File: src/verilog/dpc_pkg.sv
// constants and types shared by both ends of the digital pull control link
// Behaviour
// powers up nominal, factory range; host may change
// offset is 26-bit signed two's complement word
// control word resets to zero offset
// low 16 at 0x00, high 10 at 0x01
// new offset applied only on high-word write
// host writes low word before high word
// 4-bit range field at 0x02 selects sixteen ranges
// offset never exceeds selected range limits
// full positive half range is 2^25-1
// step per unit depends on selected range
// software enable bit only acts in software mode
// host sets enable bit in each high write
// frequency updates no faster than 38 kHz
// drive strength fields at 0x05 and 0x06
// control registers are 16 bits wide
// offset linear in word via fractional divider
// unused bits read zero, ignore writes
// software enable bit resets to disabled
// writable registers read back last written value
package dpc_pkg;
   // ***************************************************************
   // widths
   // ***************************************************************
   localparam int ADDR_W = 8; // register address width
   localparam int DATA_W = 16; // register width
   localparam int WORD_W = 26; // frequency control word width
   localparam int LOW_W = 16; // low word width
   localparam int HIGH_W = 10; // high word width
   localparam int RANGE_W = 4; // pull range field width
   localparam int DRIVE_W = 4; // drive strength field width
   localparam int GAP_W = 12; // update spacing counter width
   // ***************************************************************
   // device register map
   // ***************************************************************
   localparam logic [7:0] REG_FREQ_LOW = 8'h00; // freq_word_low
   localparam logic [7:0] REG_FREQ_HIGH = 8'h01; // freq_word_high_and_output_enable
   localparam logic [7:0] REG_PULL_RANGE = 8'h02; // pull_range_select
   localparam logic [7:0] REG_RISE_DRIVE = 8'h05; // rise_drive_strength
   localparam logic [7:0] REG_FALL_DRIVE = 8'h06; // fall_drive_strength
   localparam int OE_BIT = 10; // output enable bit in high register
   // ***************************************************************
   // reset values
   // ***************************************************************
   localparam logic [WORD_W-1:0] WORD_RST = 26'h0000000; // nominal frequency
   localparam logic [LOW_W-1:0] LOW_RST = 16'h0000; // low word after reset
   localparam logic [HIGH_W-1:0] HIGH_RST = 10'h000; // high word after reset
   localparam logic OE_RST = 1'b0; // output disabled
   localparam logic [DRIVE_W-1:0] DRIVE_RST = 4'h0; // drive strength after reset
   localparam logic [RANGE_W-1:0] RANGE_FACTORY = 4'h9; // factory range default
   localparam logic [DATA_W-1:0] DATA_ZERO = 16'h0000; // idle read data
   // ***************************************************************
   // word limits
   // ***************************************************************
   localparam logic [WORD_W-1:0] WORD_MOST_NEG = 26'h2000000; // -2^25, beyond range
   localparam logic [WORD_W-1:0] WORD_NEG_LIMIT = 26'h2000001; // -(2^25-1)
   localparam logic [WORD_W-1:0] WORD_POS_LIMIT = 26'h1FFFFFF; // 2^25-1 full half range
   // ***************************************************************
   // timing
   // ***************************************************************
   localparam int CLK_HZ = 100000000; // system clock rate
   localparam int UPD_RATE_HZ = 38000; // highest update rate
   localparam int UPD_GAP_CYC = (CLK_HZ + UPD_RATE_HZ - 1) / UPD_RATE_HZ; // least spacing
   localparam logic [GAP_W-1:0] GAP_LOAD = GAP_W'(UPD_GAP_CYC - 1); // counter load
   localparam logic [GAP_W-1:0] GAP_ZERO = 12'h000; // counter expired
   // ***************************************************************
   // host command registers
   // ***************************************************************
   localparam logic [7:0] HREG_TGT_LOW = 8'h00; // target word low 16
   localparam logic [7:0] HREG_TGT_HIGH = 8'h01; // target high 10 and enable bit 10
   localparam logic [7:0] HREG_CMD = 8'h02; // command strobes
   localparam logic [7:0] HREG_RAW_ADDR = 8'h03; // single access address
   localparam logic [7:0] HREG_RAW_WDATA = 8'h04; // single access write data
   localparam logic [7:0] HREG_STATUS = 8'h05; // busy and done flags
   localparam logic [7:0] HREG_RAW_RDATA = 8'h06; // single read result
   localparam int CMD_FREQ = 0; // send frequency word
   localparam int CMD_RAW_WR = 1; // single register write
   localparam int CMD_RAW_RD = 2; // single register read
   localparam int ST_BUSY = 0; // status: sequence running
   localparam int ST_DONE = 1; // status: read result ready
   // ***************************************************************
   // host sequencer states
   // ***************************************************************
   typedef enum logic [2:0] {HS_IDLE, HS_LOW, HS_HIGH, HS_GAP, HS_RAW_WR, HS_RAW_RD, HS_RAW_CAP} dpc_host_st_t;
endpackage : dpc_pkg

File: src/verilog/dpc_if.sv
// register link between the host controller and the pull control registers
`timescale 1ns/1ns
interface dpc_if;
   logic [dpc_pkg::ADDR_W-1:0] addr; // register address
   logic [dpc_pkg::DATA_W-1:0] wdata; // write data
   logic wr; // one-cycle write strobe
   logic rd; // one-cycle read strobe
   logic [dpc_pkg::DATA_W-1:0] rdata; // read data, cycle after rd
   // host end drives the strobes
   modport host (output addr, output wdata, output wr, output rd, input rdata);
   // device end answers
   modport dev (input addr, input wdata, input wr, input rd, output rdata);
endinterface : dpc_if

File: src/verilog/dpc_sync2.sv
// two flip-flop synchroniser for a level from outside the clock domain
`timescale 1ns/1ns
module dpc_sync2 (
   input wire logic clock,
   input wire logic rst,
   input wire logic async_in,
   output logic sync_out
);
   // ***************************************************************
   // state
   // ***************************************************************
   typedef struct packed {
      logic meta; // first stage, read only by second
      logic stab; // second stage
   } dpc_sync_t;
   dpc_sync_t s_q; // registered state
   dpc_sync_t s_d; // next state
   // shift the level through two stages
   always_comb begin
      s_d = s_q;
      s_d.meta = async_in;
      s_d.stab = s_q.meta;
   end
   // register the state
   always_ff @(posedge clock) begin
      if (rst) begin
         s_q <= '0;
      end else begin
         s_q <= s_d;
      end
   end
   assign sync_out = s_q.stab;
endmodule : dpc_sync2

File: src/verilog/dpc_dev.sv
// pull control register bank with atomic frequency word and update pacing
`timescale 1ns/1ns
module dpc_dev #(
   parameter logic [3:0] FACTORY_RANGE = dpc_pkg::RANGE_FACTORY, // range after power-up
   parameter logic SW_OE_CTRL = 1'b1 // 1: software enable, 0: enable pin
) (
   input wire logic clock,
   input wire logic rst,
   dpc_if.dev bus,
   input wire logic oe_pin,
   output logic [25:0] div_offset,
   output logic div_update,
   output logic [3:0] pull_range,
   output logic out_enable,
   output logic [3:0] rise_drive,
   output logic [3:0] fall_drive
);
   // ***************************************************************
   // state
   // ***************************************************************
   typedef struct packed {
      logic [dpc_pkg::LOW_W-1:0] low; // stored low word
      logic [dpc_pkg::HIGH_W-1:0] high; // stored high word
      logic oe_bit; // software enable bit
      logic [dpc_pkg::RANGE_W-1:0] range; // pull range select
      logic [dpc_pkg::DRIVE_W-1:0] rise; // rising drive strength
      logic [dpc_pkg::DRIVE_W-1:0] fall; // falling drive strength
      logic [dpc_pkg::WORD_W-1:0] pend_word; // word awaiting apply
      logic pend; // an update waits for spacing
      logic [dpc_pkg::GAP_W-1:0] gap; // spacing since last apply
      logic [dpc_pkg::WORD_W-1:0] offset; // applied divider offset
      logic update; // one-cycle apply pulse
      logic out_en; // driver enable
      logic [dpc_pkg::DATA_W-1:0] rdata; // read answer
   } dpc_dev_t;
   dpc_dev_t s_q; // registered state
   dpc_dev_t s_d; // next state
   logic pin_sync; // synchronised enable pin
   logic [dpc_pkg::WORD_W-1:0] new_word; // word formed on high write
   logic high_wr; // high word write this cycle
   // ***************************************************************
   // enable pin synchroniser
   // ***************************************************************
   dpc_sync2 dpc_sync2_i (
      .clock(clock),
      .rst(rst),
      .async_in(oe_pin),
      .sync_out(pin_sync)
   );
   // ***************************************************************
   // next state
   // ***************************************************************
   always_comb begin
      s_d = s_q;
      high_wr = bus.wr && (bus.addr == dpc_pkg::REG_FREQ_HIGH);
      // stored low combined with new high, signed word
      new_word = {bus.wdata[dpc_pkg::HIGH_W-1:0], s_q.low};
      s_d.update = 1'b0;
      s_d.rdata = dpc_pkg::DATA_ZERO;
      // register writes, unused bits dropped
      if (bus.wr) begin
         if (bus.addr == dpc_pkg::REG_FREQ_LOW) begin
            // low word alone changes nothing
            s_d.low = bus.wdata;
         end else if (bus.addr == dpc_pkg::REG_FREQ_HIGH) begin
            s_d.high = bus.wdata[dpc_pkg::HIGH_W-1:0];
            // bit ignored under pin control
            if (SW_OE_CTRL) begin
               s_d.oe_bit = bus.wdata[dpc_pkg::OE_BIT];
            end
         end else if (bus.addr == dpc_pkg::REG_PULL_RANGE) begin
            s_d.range = bus.wdata[dpc_pkg::RANGE_W-1:0];
         end else if (bus.addr == dpc_pkg::REG_RISE_DRIVE) begin
            s_d.rise = bus.wdata[dpc_pkg::DRIVE_W-1:0];
         end else if (bus.addr == dpc_pkg::REG_FALL_DRIVE) begin
            s_d.fall = bus.wdata[dpc_pkg::DRIVE_W-1:0];
         end
      end
      // reads return last written values, zeros elsewhere
      if (bus.rd) begin
         if (bus.addr == dpc_pkg::REG_FREQ_LOW) begin
            s_d.rdata = s_q.low;
         end else if (bus.addr == dpc_pkg::REG_FREQ_HIGH) begin
            s_d.rdata = {5'h00, s_q.oe_bit, s_q.high};
         end else if (bus.addr == dpc_pkg::REG_PULL_RANGE) begin
            s_d.rdata = {12'h000, s_q.range};
         end else if (bus.addr == dpc_pkg::REG_RISE_DRIVE) begin
            s_d.rdata = {12'h000, s_q.rise};
         end else if (bus.addr == dpc_pkg::REG_FALL_DRIVE) begin
            s_d.rdata = {12'h000, s_q.fall};
         end else begin
            // unmapped address reads zero
            s_d.rdata = dpc_pkg::DATA_ZERO;
         end
      end
      // spacing counter runs down after each apply
      if (s_q.gap != dpc_pkg::GAP_ZERO) begin
         s_d.gap = s_q.gap - 12'h001;
      end
      // apply a waiting word once spacing has run out
      if (s_q.pend && s_q.gap == dpc_pkg::GAP_ZERO) begin
         // the one code beyond the range is held at the limit
         if (s_q.pend_word == dpc_pkg::WORD_MOST_NEG) begin
            s_d.offset = dpc_pkg::WORD_NEG_LIMIT;
         end else begin
            // passed straight to the divider, offset linear in word
            s_d.offset = s_q.pend_word;
         end
         s_d.update = 1'b1;
         s_d.pend = 1'b0;
         s_d.gap = dpc_pkg::GAP_LOAD;
      end
      // a high write forms the new word; latest one wins
      if (high_wr) begin
         s_d.pend_word = new_word;
         s_d.pend = 1'b1;
      end
      // driver enable follows the selected source
      if (SW_OE_CTRL) begin
         s_d.out_en = s_q.oe_bit;
      end else begin
         s_d.out_en = pin_sync;
      end
   end
   // ***************************************************************
   // register the state
   // ***************************************************************
   always_ff @(posedge clock) begin
      if (rst) begin
         // nominal frequency, factory range, output off
         s_q.low <= dpc_pkg::LOW_RST;
         s_q.high <= dpc_pkg::HIGH_RST;
         s_q.oe_bit <= dpc_pkg::OE_RST;
         s_q.range <= FACTORY_RANGE;
         s_q.rise <= dpc_pkg::DRIVE_RST;
         s_q.fall <= dpc_pkg::DRIVE_RST;
         s_q.pend_word <= dpc_pkg::WORD_RST;
         s_q.pend <= 1'b0;
         s_q.gap <= dpc_pkg::GAP_ZERO;
         s_q.offset <= dpc_pkg::WORD_RST;
         s_q.update <= 1'b0;
         s_q.out_en <= dpc_pkg::OE_RST;
         s_q.rdata <= dpc_pkg::DATA_ZERO;
      end else begin
         s_q <= s_d;
      end
   end
   // ***************************************************************
   // outputs
   // ***************************************************************
   assign div_offset = s_q.offset; // applied word to the divider
   assign div_update = s_q.update; // apply pulse
   assign pull_range = s_q.range; // selected range
   assign out_enable = s_q.out_en; // output driver enable
   assign rise_drive = s_q.rise; // rising drive strength
   assign fall_drive = s_q.fall; // falling drive strength
   assign bus.rdata = s_q.rdata; // read answer
endmodule : dpc_dev

File: src/flat_wrapper.sv
// flat-port wrapper written by rule: the top's interface ports become plain ports
module dpc_dev_flat 
#(
   parameter logic [3:0] FACTORY_RANGE = dpc_pkg::RANGE_FACTORY,                        
   parameter logic SW_OE_CTRL = 1'b1                                     
)
  (clock, rst, oe_pin, div_offset, div_update, pull_range, out_enable, rise_drive, fall_drive, bus_addr, bus_wdata, bus_wr, bus_rd, bus_rdata);
  dpc_if bus_i ();
  input wire logic clock;
  input wire logic rst;
  input wire logic oe_pin;
  output logic [25:0] div_offset;
  output logic div_update;
  output logic [3:0] pull_range;
  output logic out_enable;
  output logic [3:0] rise_drive;
  output logic [3:0] fall_drive;
  input wire logic [$bits(bus_i.addr)-1:0] bus_addr;
  input wire logic [$bits(bus_i.wdata)-1:0] bus_wdata;
  input wire logic [$bits(bus_i.wr)-1:0] bus_wr;
  input wire logic [$bits(bus_i.rd)-1:0] bus_rd;
  output wire logic [$bits(bus_i.rdata)-1:0] bus_rdata;
  assign bus_i.addr = bus_addr;
  assign bus_i.wdata = bus_wdata;
  assign bus_i.wr = bus_wr;
  assign bus_i.rd = bus_rd;
  assign bus_rdata = bus_i.rdata;
  dpc_dev #(.FACTORY_RANGE(FACTORY_RANGE), .SW_OE_CTRL(SW_OE_CTRL)) u_core (.clock(clock), .rst(rst), .bus(bus_i), .oe_pin(oe_pin), .div_offset(div_offset), .div_update(div_update), .pull_range(pull_range), .out_enable(out_enable), .rise_drive(rise_drive), .fall_drive(fall_drive));
endmodule
File: config.mk
export PLATFORM = sky130hd
export DESIGN_NAME = dpc_dev_flat
export DESIGN_NICKNAME = d
export VERILOG_FILES = /design/src/verilog/dpc_pkg.sv /design/src/verilog/dpc_if.sv /design/src/verilog/dpc_sync2.sv /design/src/verilog/dpc_dev.sv /design/src/flat_wrapper.sv
export SDC_FILE = /design/constraint.sdc
export NUM_CORES = 1
export LEC_CHECK = 0
export BUFFER_PORTS_ARGS = -buffer_cell sky130_fd_sc_hd__buf_4
export CORE_ASPECT_RATIO = 2
export CORE_MARGIN = 4
export CORE_UTILIZATION = 40
export CTS_BUF_LIST = sky130_fd_sc_hd__clkbuf_2 sky130_fd_sc_hd__clkbuf_4 sky130_fd_sc_hd__clkbuf_8
export DETAILED_ROUTE_END_ITERATION = 12
export GPL_ROUTABILITY_DRIVEN = 0
export SKIP_CTS_REPAIR_TIMING = 1
export SLEW_MARGIN = 20
export SYNTH_ARGS = -nofsm -noshare
export SYNTH_HDL_FRONTEND = slang
export SYNTH_SLANG_ARGS = --single-unit
File: constraint.sdc
create_clock -name clock -period 2.7 [get_ports clock]
set_input_delay 0.405 -clock clock [delete_from_list [all_inputs] [get_ports clock]]
set_output_delay 0.405 -clock clock [all_outputs]
set_load 0.005 [all_outputs]
Word-level counts from Yosys, hierarchy flattened
Index checks and enable logic that the tools add are counted.
- input port bits: 29
- flip-flop bits (word level): 122
- logic and storage cells: 48
- output and inout bits: 56
- mux-type cells: 9
- equality and inequality tests: 5
- $add $sub $neg: 1
- bitwise operators: 5
- reduce and logical (&&, ||, !) cells: 14
- operators with widths (kind ; number):
    $mux 16 ; 4
    $mux 40 ; 1
    $eq 26x26->1 const B ; 1
    $mux 26 ; 1
    $eq 8x3->1 const B ; 2
    $logic_not 12->1 ; 1
    $mux 12 ; 1
    $reduce_bool 12->1 ; 1
    $sub 12x1->12 const B ; 1
    $eq 8x1->1 const B ; 1
    $eq 8x2->1 const B ; 1
    $logic_not 8->1 ; 1
    $reduce_and 6->1 ; 1
    $not 1->1 ; 5
    $reduce_and 5->1 ; 1
    $mux 4 ; 1
    $reduce_and 4->1 ; 1
    $reduce_bool 2->1 ; 2
    $reduce_or 2->1 ; 2
    $reduce_and 3->1 ; 1
    $logic_and 1x1->1 ; 2
    $reduce_and 2->1 ; 1
    $mux 1 ; 1

Longest topological paths before layout
Gate-level depths: netlist of the first run.
- depth after elaboration: 6
- mapped depth: 7
- mapped depth without buffers: 6

Worst setup path after synthesis of the first run
Ideal clock, no wire load.
- path kind: flip-flop to flip-flop
- start point: register u_core.s_q[47] in the netlist's numbering
- end point: register u_core.s_q (netlist bit u_core.div_offset[10])
- period minus slack after synthesis: 1.875 ns
- data arrival time: 1.758 ns
- buffers on the path: 2
- data required time: 2.583 ns
- setup time: 0.117 ns
- cell stages (with the launch flop): 7
- slack: 0.825 ns
- cell sequence: dfxtp_1 -> or3_1 -> buf_2 -> nor4_4 -> a21oi_2 -> buf_6 -> a22o_1
- longest elaborated chain between the ends: 2
- ends and longest elaborated chain (item ; line ; source):
    from (decl) ; dpc_dev.sv:36 ; dpc_dev_t s_q;
    $logic_not 12->1 ; dpc_dev.sv:101 ; if (s_q.pend && s_q.gap == dpc_pkg::GAP_ZERO) begin
    $logic_and 1x1->1 ; dpc_dev.sv:101 ;
Every way passes these cells.
A chain may end at the register's enable or synchronous reset.

Final worst setup path of the first run
- start point: register u_core.s_q[47] in the netlist's numbering
- end point: register u_core.s_q (netlist bit u_core.div_offset[15])
The elaborated chain is that of the path after synthesis.

==> results by stage, run 1 <==
Timing:
- The clock tree skew after final layout is between 0.01 and 0.015 ns.
- The worst path needs between 2 and 2.5 ns of the cycle, external delays included.
- Based on the critical path, the design can be clocked at up to 485.7 MHz.
- In this run the tightest slew margin relative to its limit is between 50% and 60%.
- The number of pins with negative max-slew slack in the final report was 0.
- Setup repair after global routing left no endpoint under its margin.
- The accumulated negative setup slack is 0 ns.
- The total of endpoints with negative setup slack in the final report is 0.
- Of the available clock period, the critical path in the final layout requires 76.25%.
- The total count of hold-check failures in the final report is 0.
- The slew at the pin closest to its max-slew limit is 0.6487 ns.

Synthesis:
- The number of nets in the synthesized netlist is 550.
- The library cell occupying the most area in the post-synthesis netlist is dfxtp_1.
- The synthesized design contains 0 enable-type register cells.
- After synthesis, the netlist uses 45 different library cells.
- The gate count after technology mapping is 520.
- The most common cell in the netlist is dfxtp_1.
- The combined area of all synthesized cells is 5004 um2.
- Of all flip-flops after synthesis, the portion carrying an async set or reset was 0%.
- The area share of the largest cell type after synthesis is between 40% and 50%.
- The portion of the post-synthesis area used by sequential elements is 48.81%.
- Ranked by instance count, the synthesized netlist is headed by dfxtp_1 (122), nor2_1 (63), mux2i_1 (57).
- Each instance of the synthesized netlist takes up on average between 9 and 10 um2.
- The warning count from the yosys run is 0.
- In the synthesized netlist the dominant register cell turns out to be dfxtp_1.
- The number of synthesized register bits is approximately 120.
- Yosys attributes the largest share of cell area to dfxtp_1 (49%), mux2i_1 (11%), buf_4 (8.1%).

Global route:
- The initial antenna violation count is 0.
- The number of global-route vias before repair came to 3,596.
- The first global-routing pass estimated ~19,000 um of wire.
- The global route total overflow is 0.
- The maximum number of pins on one net before global-route repair is 39.
- The total routing resource utilization after global routing is 16.73%.

Place:
- The number of buffers added on ports is a little over 80.
- The instance area after placement is 5331 um2.
- After legalization and detailed placement, the total HPWL measured 8683 um.

Power and ir drop:
- The static power due to leakage is 2.613 nW.
- The part of the power in combinational logic is between 15 and 20%.
- Sequential cells account for roughly 45% of the total power.
- The internal power of the cells totals about 0.0031 W.
- The worst voltage drop across the vdd grid is between 0.0005 and 0.0006 V.
- The net switching power of the design is between 0.001 and 0.0015 W.
- Dividing total power by cell area gives a power density of 762.4 nW/um2.
- The share of total power consumed by net switching is between 20% and 30%.
- The clock network power share is between 30 and 40%.

Setup path:
- The required time reported for the critical path endpoint is ~3 ns.
- The capturing element type of the critical path is a flop.
- In this run the register-to-register setup slack is 0.64 ns.
- STA classifies the critical path startpoint as a flop.
- The highest fanout seen on the critical path is 26.
- The critical path is of the reg -> reg type.
- The arrival time of data at the critical path endpoint is between 2 and 2.5 ns.
- The worst reg-to-reg path cell count is 5.

Die:
- The floorplan has 57 rows.
- The floorplan step set the die width to between 80 and 90 um.
- For this configuration, the core starts out at a cell density of approximately two fifths.
- The die covers ~14,000 um2.
- The region available for standard cell placement spans ~12,000 um2.
- The vertical die dimension is around 170 um.
- The number of top-level pins is 85.

Cells and area:
- The cell area after layout is 5751 um2.
- The number of fill cells in the layout is 1,209.
- Compared with the post-synthesis result, the final layout area differs by 14.93%.
- The number of nets in the final layout is around 580.
- The total area of sequential cells is roughly 2400 um2.
- The count of antenna diodes in the layout is 0.
- The area occupied by multi-input gates is roughly 2000 um2.
- The post-route netlist has 23.21% of its cells at a drive strength greater than 1.

Routing:
- The number of detailed-routing iterations run before antenna repair is 4.
- The overall routed net length is ~12,000 um.
- In this run, the number of DRC markers left after iteration 0 of detailed routing was approximately 170.
- The average detailed-routed wire length per instance is approximately 17 um.
- The number of antenna-violating nets in the routed design is 0.
- The total via count after detailed routing is between 3k and 4k.
- After detailed routing, the number of vias per cell comes to roughly 5.2.
- The number of remaining DRC errors is 0.

CTS:
- The clock latency at the later pin of the worst-skew pair is approximately 0.43 ns.
- The number of clock sinks is 122.
- After clock tree synthesis, the clock-pin slew on the worst setup and hold paths is around 0.07 ns.
- The number of clock buffers added by TritonCTS is 17.
- TritonCTS built the clock tree.
- Counting along the longest clock path gives a buffer depth of 2.
- CTS built an H-tree with a depth of 4.
- The root buffer cell chosen for the clock tree is clkbuf_8.

Run:
- The max capacitance violation total is 0.

Hold path:
- The class of the tightest hold or removal check is in -> reg.
- Counting instances, the worst hold path has a depth of 3.

Status:
- The flow ran to the end, and the final reports show no timing, DRC or antenna violations.
## metrics by stage
stage / hold slack (ns) / util (%) / instances / power [W] / setup WS (ns)
floorplan: 0.4442 / - / 520 / 0.002549 / 0.8250
global placement: 0.4537 / 43.72 / 675 / 0.002688 / 0.6594
detailed placement: 0.4673 / 43.72 / 675 / 0.002727 / 0.6234
CTS: 0.2070 / 47.15 / 707 / 0.004419 / 0.6304
global route: 0.2044 / 47.15 / 707 / 0.004595 / 0.5062
finish: 0.2267 / 47.15 / 707 / 0.004384 / 0.6412
## flip-flops by register name, indices dropped and copies added (netlist names)
name,flops
u_core.s_d,1
u_core.bus.rdata,16
u_core.fall_drive,4
u_core.out_enable,1
u_core.new_word,16
u_core.div_offset,26
u_core.div_update,1
u_core.pull_range,4
u_core.rise_drive,4
u_core.s_q,49
## power by group through the flow
stage,sequential [W],combinational (W),clock (W)
final,0.00196,0.000731,0.00169
after global routing,0.00197,0.000811,0.00181
after CTS,0.00195,0.000733,0.00173
after detailed placement,0.00200,0.000730,0
after global placement,0.00199,0.000701,0
after floorplan,0.00198,0.000573,0
## worst max-delay path, stage by stage, from the launching register on
cell,delay [ns]
dfxtp_1,0.36
or3_1,0.52
nor4_4,0.49
a21oi_2,0.10
buf_4,0.23
a22o_1,0.25
## routing by layer
layer | wire [um] | up-vias | track usage (%)
li1 | - | 1815 | -
met1 | 4353 | 1731 | 17.50
met2 | 6633 | 87 | 30.49
met3 | 564 | 12 | 4.667
met4 | 193 | 0 | 6.445
met5 | 0 | - | 0
## kinds of logic after synthesis
kind of cell | Yosys count | synth area share [%]
AND/OR/NAND/NOR | 175 | 17.53
flip-flops | 122 | 48.81
buffers and inverters | 86 | 11.00
AO/OA/AOI/OAI | 78 | 10.83
multiplexers | 57 | 11.40
XOR/XNOR | 1 | 0.1751
adder cells (fa/ha/maj) | 1 | 0.2500
## area by class of cell
type                            count  area share [%]
Clock inverter                     14           2.981
Inverter                            3          0.1958
Multi-Input combinational cell    312           34.97
Clock buffer                       18           4.308
Timing Repair Buffer               91           11.88
Sequential cell                   122           42.47
Tap cell                          147           3.198
## worst paths after layout
path,start,to
worst max-delay path,u_core.s_q[47]$_SDFFE_PP0N_,u_core.div_offset[15]$_SDFFE_PP0P_
worst min-delay path,bus_wdata[12],u_core.new_word[12]$_SDFFE_PP0P_
worst max register to register,u_core.s_q[47]$_SDFFE_PP0N_,u_core.div_offset[15]$_SDFFE_PP0P_
worst min register to register,u_core.new_word[1]$_SDFFE_PP0P_,u_core.new_word[1]$_SDFFE_PP0P_
## layout by cell type (no fill, tap or decap), types with 3 or more instances in the layout
cell type and count:
dfxtp_1 122, buf_4 91, nor2_1 63, mux2i_1 57, nand2_1 49, a22o_1 30
a21oi_1 30, clkbuf_8 18, nor3_1 11, nor4_1 8, or3_1 6, clkinvlp_4 6
nand4b_1 5, nor2b_1 5, and3_1 5, nand3b_1 5, o21ai_0 5, inv_1 3
a211oi_1 3, bufinv_16 3
Power figures use the tool's default switching activity.
==> inputs of run 2 (changes only) <==
Clock period 2.7 ns to 2.01 ns, I/O delays scaled along.
==> results by stage, run 2 (same netlist as run 1, synthesis figures left out) <==
Status:
- The flow ran to the end, and the final reports show no timing, DRC or antenna violations.

Routing:
- The detailed-route vias per instance is just over 5.
- The routed design has between 10,000 and 15,000 um of wire.
- The routed metal-1 wirelength is around 4300 um.
- The routed length on met2 is between 6000 and 7000 um.
- Routed signal wires occupy layers up through met4.
- The number of violations reported at the end of detailed-routing iteration 0 is just under 200.
- The number of detailed-routing iterations run before antenna repair is 4.
- After detailed routing, the met3 layer carries approximately 480 um of wire.
- The total via count after detailed routing is approximately 3.6k.
- The number of antenna-violating nets in the routed design is 0.
- The number of remaining DRC errors is 0.
- After detailed routing, the average wire length per cell comes to 16.43 um.

Timing:
- For this run, the top clock speed supported by timing is 554.2 MHz.
- In the finished design, the share of the clock period the worst path needs comes to about nine tenths.
- For the pin with the worst max-slew slack, the measured transition is between 0.6 and 0.7 ns.
- The final setup slack of the worst path is around 0.21 ns.
- Setup violations remaining at the end of the flow were counted as 0.
- The total count of hold-check failures in the final report came to 0.
- The clock tree skew after final layout is 0.01258 ns.
- Setup repair after global routing left no endpoint under its margin.
- The number of pins with negative max-slew slack in the final report was 0.
- The worst slew margin relative to its limit is a little under three fifths.
- The worst path needs about 1.8 ns of the cycle, external delays included.

CTS:
- The deepest level of the CTS H-tree is 4.
- Counting along the longest clock path gives a buffer depth of 2.
- At the later pin of the worst-skew pair, clock insertion delay measures between 0.4 and 0.5 ns.
- TritonCTS built the clock tree.
- The number of buffers inserted during clock tree synthesis is 17.
- The tree is rooted in a clkbuf_8.
- The number of clock sinks is ~120.
- The clock slew at the register clock pins of the worst setup and hold paths is about 0.07 ns.

Cells and area:
- The cell area after layout is 5783 um2.
- u_core.s_q holds more flip-flops than any other register.
- Once layout is complete, the utilization of the core stands at 47.42%.
- The share of final-layout standard cells stronger than drive strength 1 is between 20% and 30%.
- The relative area change from synthesis to final layout is 15.58%.
- Leaving out fill and tap cells, the most frequent cells in the layout are dfxtp_1 (122), buf_4 (91), nor2_1 (63).
- The count of antenna diodes in the layout is 0.
- The number of nets in the final layout is a little under 600.
- The library cell used most frequently in the layout, excluding fill and tap cells, is dfxtp_1.
- Counting the fill cells in the layout gives around 1.2k.
- The number of flip-flops in the largest register is 49.

Place:
- Summed over all nets, the half-perimeter wirelength after detailed placement is between 8000 and 9000 um.
- The pre-CTS setup slack is -0.08940 ns.
- The number of buffers added on ports is 83.
- The placed instances occupy a cell area of around 5400 um2.

Setup path:
- The worst reg-to-reg path cell count is 4.
- The launching point of the worst reg2reg path is u_core.s_q[47]$_SDFFE_PP0N_.
- The stage delay of the slowest cell on the critical path is 0.45 ns.
- Counting both buffers and inverters, the worst setup path holds a total of 0.
- The highest fanout seen on the critical path is 26.
- The kind of critical path is reg -> reg.
- The cell with the biggest individual delay on the critical path is or3_4.
- The capturing element type of the critical path is a flop.
- For the worst setup path, the data required time is around 2.3 ns.
- The worst setup path is launched from a flop.
- The worst register-to-register path ends at u_core.div_offset[3]$_SDFFE_PP0P_.
- The arrival time of data at the critical path endpoint is between 2 and 2.5 ns.
- The worst register-to-register path has a setup slack of between 0.2 and 0.25 ns.
- The signal on the critical path passes through or3_4, nor4_4, a21oi_4, a22o_1.
- The category of cells accounting for the largest share of critical-path delay is simple AND/OR/NAND/NOR gates.

Power and ir drop:
- The total power per unit cell area is a little under 1000 nW/um2.
- Across the VDD grid, the largest voltage drop is 0.0005618 V.
- For this design the static power due to leakage is ~2.6 nW.

Die:
- The number of standard-cell rows in the floorplan is 57.
- The number of top-level pins is between 80 and 90.
- The initial utilization of the core area, before any placement, comes to approximately two fifths.
- The die is 87.09 um wide.
- The standard cell core area is 12,200 um2.
- Measured along the y axis, the die boundary spans 166.2 um.
- The full die area is around 14,000 um2.

Global route:
- The global route total overflow is 0.
- Entering global routing, the biggest net connects between 70 and 80 pins.
- The initial antenna violation count is 0.
- The total routing resource utilization after global routing is about 17%.
- The global-route wire length before repair is roughly 19,000 um.
- The number of global-route vias before repair is about 3.7k.

Hold path:
- The destination of the worst hold path is u_core.new_word[11]$_SDFFE_PP0P_.
- The class of the tightest hold or removal check is in -> reg.
- The worst hold path was traced through 3 stages.
- The origin of the worst min-delay path is bus_wdata[11].

Run:
- The tool flagged a number of max-cap violations equal to 0.
==> run 2: cell types whose count changed in the layout (fill, tap and decap cells not counted) <==
cell / delta
inv_6: +1
clkinv_4: +2
clkinvlp_4: -4
buf_12: +3
clkinv_2: +2
a21oi_2: -1
a21oi_4: +1
bufinv_16: -2
clkbuf_8: +1
or3_1: -1
or3_4: +1
==> run 2: through the flow <==
step / instances / hold WS (ns) / TNS [ns] / total power, W
final: 710 / 0.1305 / 0 / 0.005726
after global routing: 710 / 0.09748 / 0 / 0.006049
after CTS: 710 / 0.09973 / -2.370 / 0.005770
after detailed placement: 678 / 0.4577 / -1.825 / 0.003723
after global placement: 678 / 0.4568 / 0 / 0.003688
after floorplan: 520 / 0.4375 / 0 / 0.003424
==> run 2: worst max path at each step <==
stage / startpoint / endpoint / slack [ns] / cells past startpoint
after floorplan: u_core.s_q[47]$_SDFFE_PP0N_ / u_core.div_offset[17]$_SDFFE_PP0P_ / 0.14 / 6
after global placement: u_core.s_q[44]$_SDFFE_PP0P_ / u_core.div_offset[2]$_SDFFE_PP0P_ / 0.003 / 6
after detailed placement: u_core.s_q[44]$_SDFFE_PP0P_ / u_core.div_offset[4]$_SDFFE_PP0P_ / -0.09 / 6
after CTS: u_core.s_q[44]$_SDFFE_PP0P_ / u_core.div_offset[3]$_SDFFE_PP0P_ / -0.12 / 6
after global routing: u_core.s_q[44]$_SDFFE_PP0P_ / u_core.s_q[55]$_SDFFE_PP0P_ / 0.05 / 7
final: u_core.s_q[47]$_SDFFE_PP0N_ / u_core.div_offset[3]$_SDFFE_PP0P_ / 0.21 / 4
==> run 2: worst min-delay path: stages <==
cell,delay (ns)
buf_4,0.11
nand2_1,0.05
a21oi_1,0.05
==> run 2: power by group <==
part	leakage [nW]	internal [W]	switching (W)	total (W)
clock network	0.193	0.00105	0.000982	0.00203
registers	0.984	0.00252	0.000114	0.00263
logic	1.47	0.000472	0.000592	0.00106
total	2.64	0.00404	0.00169	0.00573
==> run 2: area by class of cell <==
cell class,instances,area [um2],share of cell area (%)
Timing Repair Buffer,94,743.2,12.85
Multi-Input combinational cell,312,2023,34.98
Tap cell,147,183.9,3.180
Sequential cell,122,2442,42.23
Inverter,3,11.26,0.1947
Clock buffer,19,261.5,4.522
Clock inverter,13,117.6,2.034
==> run 2: routing by layer <==
| metal | up-vias | track usage, % |
|---|---|---|
| met3 | 8 | 4.767 |
| met1 | 1721 | 17.98 |
| met4 | 0 | 5.156 |
| li1 | 1829 | - |
| met2 | 74 | 31.35 |
| met5 | - | 0 |
